`src/eisb_defines.svh`:
```
// Register offsets, field positions, reset values and masks of the
// interrupt event status bank.
// Assumes an 8-bit byte address on the register port, one word per register.
`ifndef EISB_DEFINES_SVH
`define EISB_DEFINES_SVH

`define EISB_ADDR_W 8
`define EISB_STATUS_OFS 8'h58
`define EISB_ENABLE_OFS 8'h5C
`define EISB_BYTE_TEST_OFS 8'h64
`define EISB_DROP_COUNT_OFS 8'hC0

`define EISB_BYTE_TEST_VALUE 32'h87654321
`define EISB_STATUS_RESET 32'h00000000
`define EISB_ENABLE_RESET 32'h00000000

// Implemented bits of the status and enable registers
`define EISB_VALID_MASK 32'h83BFE7DF
// Status bits that a write of one may clear (all valid bits but the PHY bit)
`define EISB_CLEAR_MASK 32'h83BBE7DF

`define EISB_DROP_HALFWAY 32'h7FFFFFFF
`define EISB_TIMER_ZERO 16'h0000

`define EISB_BIT_SOFTWARE 31
`define EISB_BIT_TX_HALTED 25
`define EISB_BIT_RX_HALTED 24
`define EISB_BIT_DROP_HALF 23
`define EISB_BIT_TX_DONE 21
`define EISB_BIT_RX_DMA 20
`define EISB_BIT_TIMER 19
`define EISB_BIT_PHY 18
`define EISB_BIT_POWER 17
`define EISB_BIT_TXS_OVF 16
`define EISB_BIT_WATCHDOG 15
`define EISB_BIT_RX_ERR 14
`define EISB_BIT_TX_ERR 13
`define EISB_BIT_TXD_OVR 10
`define EISB_BIT_TXD_SPACE 9
`define EISB_BIT_TXS_FULL 8
`define EISB_BIT_TXS_LEVEL 7
`define EISB_BIT_DROPPED 6
`define EISB_BIT_RXS_FULL 4
`define EISB_BIT_RXS_LEVEL 3

`endif

```
`src/eisb_pkg.sv`:
```
// Types of the interrupt event status bank.
// Assumes eisb_defines.svh supplies all numeric constants.
package eisb_pkg;

    // Whole state of the bank
    typedef struct packed {
        logic [31:0] status;
        logic [31:0] enable;
        logic [31:0] rd_data;
        logic [31:0] drop_count;
        logic asleep;
    } eisb_state_t;

    // State of the rising-edge detector
    typedef struct packed {
        logic [6:0] prev;
    } eisb_edge_state_t;

endpackage : eisb_pkg

```
`src/eisb_top.sv`:
```
// Interrupt event status bank: sticky event bits, enable mask, master
// interrupt and power-event wake handling behind a plain register port.
// Assumes all event inputs are synchronous to core_clk; pulse inputs are
// one cycle wide, level inputs are held by their sources.
//
// Overview of operation
// Event bits sticky; write one clears them
// Bit 31 set while software enable high
// Bit 25 on stop request with halted transmitter
// Bit 24 when receiver halts
// Bit 23 when drop counter passes halfway
// Bit 21 on flagged transmit buffer loaded
// Bit 20 when receive DMA count moved
// Bit 19 when timer wraps through zero
// Bit 18 read-only, follows transceiver source
// Bit 17 on power event, pin independent
// Only byte-test write wakes the device
// Hold-off interval never gates power event
// Bit 16 on transmit status overflow
// Bit 15 on oversize receive frame
// Bit 14 on receiver error
// Bit 13 on transmitter error
// Bit 10 on write to full data FIFO
// Bit 9 when free space exceeds threshold
// Bits 8 and 4 on status FIFOs full
// Bits 7 and 3 on status FIFO levels
// Bit 6 on every dropped frame
// Bits 2..0 latch pin events, reset zero
// Status records events regardless of enables
// Master interrupt from any enabled set bit
// Reserved bits zero; event beats clear
//
// Decided for this implementation: the address-and-strobe port.
`timescale 1ns/10ps
`include "eisb_defines.svh"
module eisb_top (
    input wire logic core_clk,
    input wire logic rst,
    // Register port
    input wire logic [7:0] reg_addr,
    input wire logic [31:0] reg_wdata,
    input wire logic reg_wr,
    input wire logic reg_rd,
    output logic [31:0] reg_rdata,
    // Event sources
    input wire logic tx_stop_request,
    input wire logic tx_halted,
    input wire logic rx_halted,
    input wire logic frame_dropped_event,
    input wire logic transmit_buffer_done_event,
    input wire logic completion_notify_flag,
    input wire logic receive_dma_done,
    input wire logic timer_decrement,
    input wire logic [15:0] timer_value,
    input wire logic transceiver_event,
    input wire logic power_event,
    input wire logic wake_event_pin_enable,
    input wire logic tx_status_overflow_event,
    input wire logic receive_watchdog_event,
    input wire logic receive_error_event,
    input wire logic transmit_error_event,
    input wire logic tx_data_write,
    input wire logic tx_data_full,
    input wire logic tx_data_space_event,
    input wire logic tx_status_full_event,
    input wire logic tx_status_level_event,
    input wire logic rx_status_full_event,
    input wire logic rx_status_level_event,
    input wire logic [2:0] general_pin_events,
    input wire logic sleep_request,
    // Outputs
    output logic master_irq,
    output logic power_irq,
    output logic wake_event_pin,
    output logic device_asleep
);

    eisb_pkg::eisb_state_t state;
    eisb_pkg::eisb_state_t next_state;

    logic [6:0] level_vec;
    logic [6:0] level_rise;
    logic [31:0] set_vec;
    logic [31:0] clear_vec;
    logic drop_half;
    logic hit_status;
    logic hit_enable;
    logic hit_byte_test;
    logic hit_drop;

    // Level-type sources raise their bit once per assertion, so a clear while
    // the condition persists sticks until the condition returns
    assign level_vec = {tx_stop_request & tx_halted, rx_halted, tx_data_space_event,
                        tx_status_full_event, tx_status_level_event,
                        rx_status_full_event, rx_status_level_event};

    eisb_edge #(
        .WIDTH(7)
    ) u_edge (
        .core_clk(core_clk),
        .rst(rst),
        .level(level_vec),
        .rise(level_rise)
    );

    // Address decode of the register port
    assign hit_status = (reg_addr == `EISB_STATUS_OFS);
    assign hit_enable = (reg_addr == `EISB_ENABLE_OFS);
    assign hit_byte_test = (reg_addr == `EISB_BYTE_TEST_OFS);
    assign hit_drop = (reg_addr == `EISB_DROP_COUNT_OFS);

    // Halfway crossing of the dropped-frame counter
    assign drop_half = frame_dropped_event && (state.drop_count == `EISB_DROP_HALFWAY);

    // Gather every event that raises a status bit this cycle
    always_comb begin
        set_vec = '0;
        set_vec[`EISB_BIT_SOFTWARE] = state.enable[`EISB_BIT_SOFTWARE];
        set_vec[`EISB_BIT_TX_HALTED] = level_rise[6];
        set_vec[`EISB_BIT_RX_HALTED] = level_rise[5];
        set_vec[`EISB_BIT_DROP_HALF] = drop_half;
        set_vec[`EISB_BIT_TX_DONE] = transmit_buffer_done_event & completion_notify_flag;
        set_vec[`EISB_BIT_RX_DMA] = receive_dma_done;
        set_vec[`EISB_BIT_TIMER] = timer_decrement && (timer_value == `EISB_TIMER_ZERO);
        // Power event is caught whatever the wake pin enable says
        set_vec[`EISB_BIT_POWER] = power_event;
        set_vec[`EISB_BIT_TXS_OVF] = tx_status_overflow_event;
        set_vec[`EISB_BIT_WATCHDOG] = receive_watchdog_event;
        set_vec[`EISB_BIT_RX_ERR] = receive_error_event;
        set_vec[`EISB_BIT_TX_ERR] = transmit_error_event;
        set_vec[`EISB_BIT_TXD_OVR] = tx_data_write & tx_data_full;
        set_vec[`EISB_BIT_TXD_SPACE] = level_rise[4];
        set_vec[`EISB_BIT_TXS_FULL] = level_rise[3];
        set_vec[`EISB_BIT_TXS_LEVEL] = level_rise[2];
        set_vec[`EISB_BIT_DROPPED] = frame_dropped_event;
        set_vec[`EISB_BIT_RXS_FULL] = level_rise[1];
        set_vec[`EISB_BIT_RXS_LEVEL] = level_rise[0];
        set_vec[2:0] = general_pin_events;
    end

    // Write-one-to-clear, only on implemented clearable bits
    assign clear_vec = (reg_wr && hit_status) ? (reg_wdata & `EISB_CLEAR_MASK) : '0;

    // Next-state logic for the whole bank
    always_comb begin
        next_state = state;
        // Set wins over a clear in the same cycle, so no event is lost
        next_state.status = ((state.status & ~clear_vec) | set_vec) & `EISB_VALID_MASK;
        // The transceiver bit mirrors its source and ignores writes
        next_state.status[`EISB_BIT_PHY] = transceiver_event;
        if (reg_wr && hit_enable) begin
            next_state.enable = reg_wdata & `EISB_VALID_MASK;
        end
        if (frame_dropped_event) begin
            next_state.drop_count = state.drop_count + 32'h00000001;
        end
        // A power event never wakes the device; only a byte-test write does.
        // A sleep request in the same cycle wins, as it is the hardware event
        if (sleep_request) begin
            next_state.asleep = 1'b1;
        end else if (reg_wr && hit_byte_test) begin
            next_state.asleep = 1'b0;
        end
        // Read data stands in the cycle after the read strobe only
        next_state.rd_data = '0;
        if (reg_rd) begin
            if (hit_status) begin
                next_state.rd_data = state.status;
            end else if (hit_enable) begin
                next_state.rd_data = state.enable;
            end else if (hit_byte_test) begin
                next_state.rd_data = `EISB_BYTE_TEST_VALUE;
            end else if (hit_drop) begin
                next_state.rd_data = state.drop_count;
            end else begin
                next_state.rd_data = '0;
            end
        end
    end

    // State register; constants only under reset
    always_ff @(posedge core_clk or posedge rst) begin
        if (rst) begin
            state.status <= `EISB_STATUS_RESET;
            state.enable <= `EISB_ENABLE_RESET;
            state.rd_data <= '0;
            state.drop_count <= '0;
            state.asleep <= 1'b0;
        end else begin
            state <= next_state;
        end
    end

    // Outputs derived from registered state
    assign reg_rdata = state.rd_data;
    // Master interrupt ignores pin enable and hold-off, which live elsewhere
    assign master_irq = |(state.status & state.enable);
    // Power interrupt path bypasses any hold-off interval
    assign power_irq = state.status[`EISB_BIT_POWER] & state.enable[`EISB_BIT_POWER];
    assign wake_event_pin = state.status[`EISB_BIT_POWER] & wake_event_pin_enable;
    assign device_asleep = state.asleep;
endmodule : eisb_top

```
`src/eisb_edge.sv`:
```
// Rising-edge detector for level-type event sources.
// Assumes sources are synchronous to core_clk.
`timescale 1ns/10ps
module eisb_edge #(
    parameter int WIDTH = 7
) (
    input wire logic core_clk,
    input wire logic rst,
    input wire logic [WIDTH-1:0] level,
    output logic [WIDTH-1:0] rise
);

    logic [WIDTH-1:0] prev;
    logic [WIDTH-1:0] next_prev;

    // Remember last level so a steady condition raises its bit only once
    always_comb begin
        next_prev = level;
    end

    always_ff @(posedge core_clk or posedge rst) begin
        if (rst) begin
            prev <= '0;
        end else begin
            prev <= next_prev;
        end
    end

    assign rise = level & ~prev;

endmodule : eisb_edge

```
`config.mk`:
```
export PLATFORM = sky130hd
export DESIGN_NAME = eisb_top
export DESIGN_NICKNAME = d
export VERILOG_FILES = /design/src/eisb_pkg.sv /design/src/eisb_top.sv /design/src/eisb_edge.sv
export VERILOG_INCLUDE_DIRS = /design/src
export SDC_FILE = /design/constraint.sdc
export NUM_CORES = 1
export LEC_CHECK = 0
export BUFFER_PORTS_ARGS = -buffer_cell sky130_fd_sc_hd__buf_2
export CELL_PAD_IN_SITES_DETAIL_PLACEMENT = 1
export CELL_PAD_IN_SITES_GLOBAL_PLACEMENT = 1
export CORE_UTILIZATION = 42
export DETAILED_ROUTE_END_ITERATION = 8
export PLACE_DENSITY_LB_ADDON = 0.1
export SETUP_SLACK_MARGIN = 0.02
export SYNTH_ARGS = -nofsm -noshare
export SYNTH_HDL_FRONTEND = slang
export SYNTH_SLANG_ARGS = --single-unit
```
`constraint.sdc`:
```
create_clock -name core_clk -period 4.31 [get_ports core_clk]
set_input_delay 0.431 -clock core_clk [delete_from_list [all_inputs] [get_ports core_clk]]
set_output_delay 0.431 -clock core_clk [all_outputs]
set_load 0.02 [all_outputs]
```
==> flow_metrics.py <==
metrics = {
    "setup_path": {
        "path_max_fanout": 5,
        "endpoint_kind": "register",
        "crit_chain": "ha_1 -> nand4_1 -> nor4_1 -> nand2_1 -> nor2_1 -> xor2_1",
        "critPathSlowestCell": "nor4_1",
        "worstPathRequired_ps": 4640,
        "crit_family": "simple AND/OR/NAND/NOR gates",
        "cpPeakStageDelay_ps": 790,
        "startpoint_type": "register",
        "critPathArrivalTime_ps": 2800,
        "worst-path-buf-inv": 0,
        "path_class": "register to register",
    },
    "clock_network": {
        "numCtsBuffers": 17,
        "clock-root-buffer": "clkbuf_16",
        "cts_tree": "built",
        "post-cts-setup-buffers": 0,
        "clock_sinks": 118,
        "clk_latency_ps": 410,
        "post_cts_resized": 0,
        "cts_hold_buf": 0,
        "clk_pin_slew_worst_paths_ps": 50,
        "cts_htree_levels": 4,
        "cts_buffer_depth": 2,
    },
    "synth": {
        "syn_area_sq_um": 5360,
        "synth_top_area_cell": "dfrtp_1",
        "syn_area_per_cell_sq_um": 10.9,
        "synthCells": 490,
        "yosysSeqAreaShare_pct": 55.1,
        "ys_ff_latch": 118,
        "yosysWarningCount": 0,
        "yosysTopAreaCellShare_pct": 55.1,
        "ys_types": 45,
        "syn_nets": 577,
        "synth.area.top_cells": "dfrtp_1, buf_4, mux2_2, nand2_1, xor2_1",
    },
    "timing": {
        "finClkSkew_ps": 5.03,
        "setup_viol_count_final": 0,
        "worst_pin_slew_ps": 945,
        "slew_headroom_pct": 36.4,
        "timing.hold.ws_ps": 28.9,
        "post-route-min-period_ps": 2470,
        "finalMaxSlewViolations": 0,
        "hold_viol": 0,
        "min_period_over_period_pct": 57.3,
        "tns_ps": 0,
        "rsz0062_at_grt": "false",
        "fmax_mhz": 405,
    },
    "drt": {
        "drt-vias-per-instance": 5.33,
        "dr.pass1.iters": 4,
        "vias": 4025,
        "drcViolationCount": 0,
        "wl_per_cell_um": 18.5,
        "drtIter0Drc": 281,
        "wl_um": 14000,
        "antenna_left": 0,
    },
    "job": {
        "max_cap_violations": 0,
    },
    "global_routing": {
        "grtUsageTotal_pct": 23.7,
        "gr-usage-met2_pct": 38.9,
        "gr-total-overflow": 0,
        "antenna_found_initial": 0,
        "grtUsageMet1_pct": 30.6,
        "grt_max_degree": 43,
        "use_met3_pct": 5.27,
        "grt_pass1_wl_um": 23100,
        "grt_pass1_vias": 4296,
        "gr-max-usage-layer": "met2",
    },
    "cells_and_area": {
        "final_area_sq_um": 6400,
        "diodes": 0,
        "final_cell_mix": "dfrtp_1, buf_2, nand2_1",
        "layout-drive-gt1-share_pct": 29.8,
        "nets": 661,
        "area_growth_pct": 19.4,
        "final_common_cell": "dfrtp_1",
        "finish.utilization_pct": 52.4,
    },
    "floorplan": {
        "dieHeight_um": 115,
        "core_sq_um": 12200,
        "dieArea_sq_um": 13200,
        "initial_core_util_pct": 43.9,
        "row_count": 40,
        "pin_count": 122,
        "dieWidth_um": 115,
    },
    "power": {
        "total_leakage_power_nw": 3.05,
        "power_density_nw_per_um2": 442,
        "power_mw": 2.83,
        "irDropWorstVdd_mv": 0.269,
    },
    "place": {
        "dp_hpwl_um": 10200,
        "io_buffers": 112,
        "place_congestion": 0.855,
        "place_area_sq_um": 5810,
    },
    "outcome": {
        "outcome": "completed",
    },
    "min_path": {
        "hold_path.class": "input pin to asynchronous set/reset pin",
    },
}
==> worst register-to-register path: stages, from the launching register on <==
cell     delay (ps)
dfrtp_1         440
ha_1            230
nand4_1         260
nor4_1          790
nand2_1         250
nor2_1          240
xor2_1          190
==> cell families after synthesis <==
family,after synthesis,synth area share (%)
simple gates,148,14.1
flops,118,55.1
compound gates,105,12.9
buf+inv,64,7.72
xor+xnor,30,4.90
mux,24,5.04
fa+ha+maj,1,0.233
==> per-layer routing <==
layer | share of wire, % | up-vias
met1 | 45 | 2054
met4 | 1.4 | 0
met3 | 3.3 | 14
li1 | - | 1874
met5 | 0 | -
met2 | 50 | 83
==> state kept, by name (all words and copies together), names as in the netlist <==
signal and flops:
state 77, set_vec 1, u_edge.prev 7, reg_rdata 32, device_asleep 1
==> final cells by class <==
class | instances | area [sq um]
Tap cell | 168 | 210
Multi-Input combinational cell | 308 | 2000
Sequential cell | 118 | 2950
Clock buffer | 23 | 468
Fill cell | 1374 | 5810
Timing Repair Buffer | 117 | 598
Inverter | 12 | 47.5
Clock inverter | 9 | 125
==> power by group <==
group / internal (mW) / total [mW] / switching [mW]
Sequential: 1.16 / 1.23 / 0.0662
Clock: 0.934 / 1.41 / 0.481
Combinational: 0.0851 / 0.190 / 0.105
==> path summary, 6_finish.rpt <==
check,start,slack [ps],endpoint,depth (start not counted)
worst min-delay path,rst,30,state[74],2
max in group asynchronous,rst,3370,state[18],3
worst min register to register,state[28],500,state[28],1
min in group core_clk,rx_halted,140,u_edge.prev[5],1
worst max-delay path,state[1],1840,state[27],6
worst max register to register,state[1],1840,state[27],6
==> per-stage QoR <==
step,cells,worst slack [ps]
6_report,755,1840
5_1_grt,755,1560
4_1_cts,755,1820
3_5_place_dp,723,1630
3_3_place_gp,723,1620
2_1_floorplan,490,750
==> synth_stat cells (all sizes together) <==
cell      n
nor2     19
dfrtp   118
nand2    65
nand4b    1
or4b      1
nor4b     1
a21o     12
a22o      9
nor3      5
xnor2    14
inv      12
nand3b    1
a21oi    23
and3     12
or4       2
and4      1
o41ai     1
o31ai    11
clkbuf   10
nand2b    1
or3       2
nor4      7
a222oi    1
nor3b     1
and3b     1
buf      42
ha        1
and2      3
a22oi     9
nand3    11
mux2     24
o21ai    24
nand4    14
xor2     16
a211oi   15
Note: power is estimated with default switching activity, not from simulation.
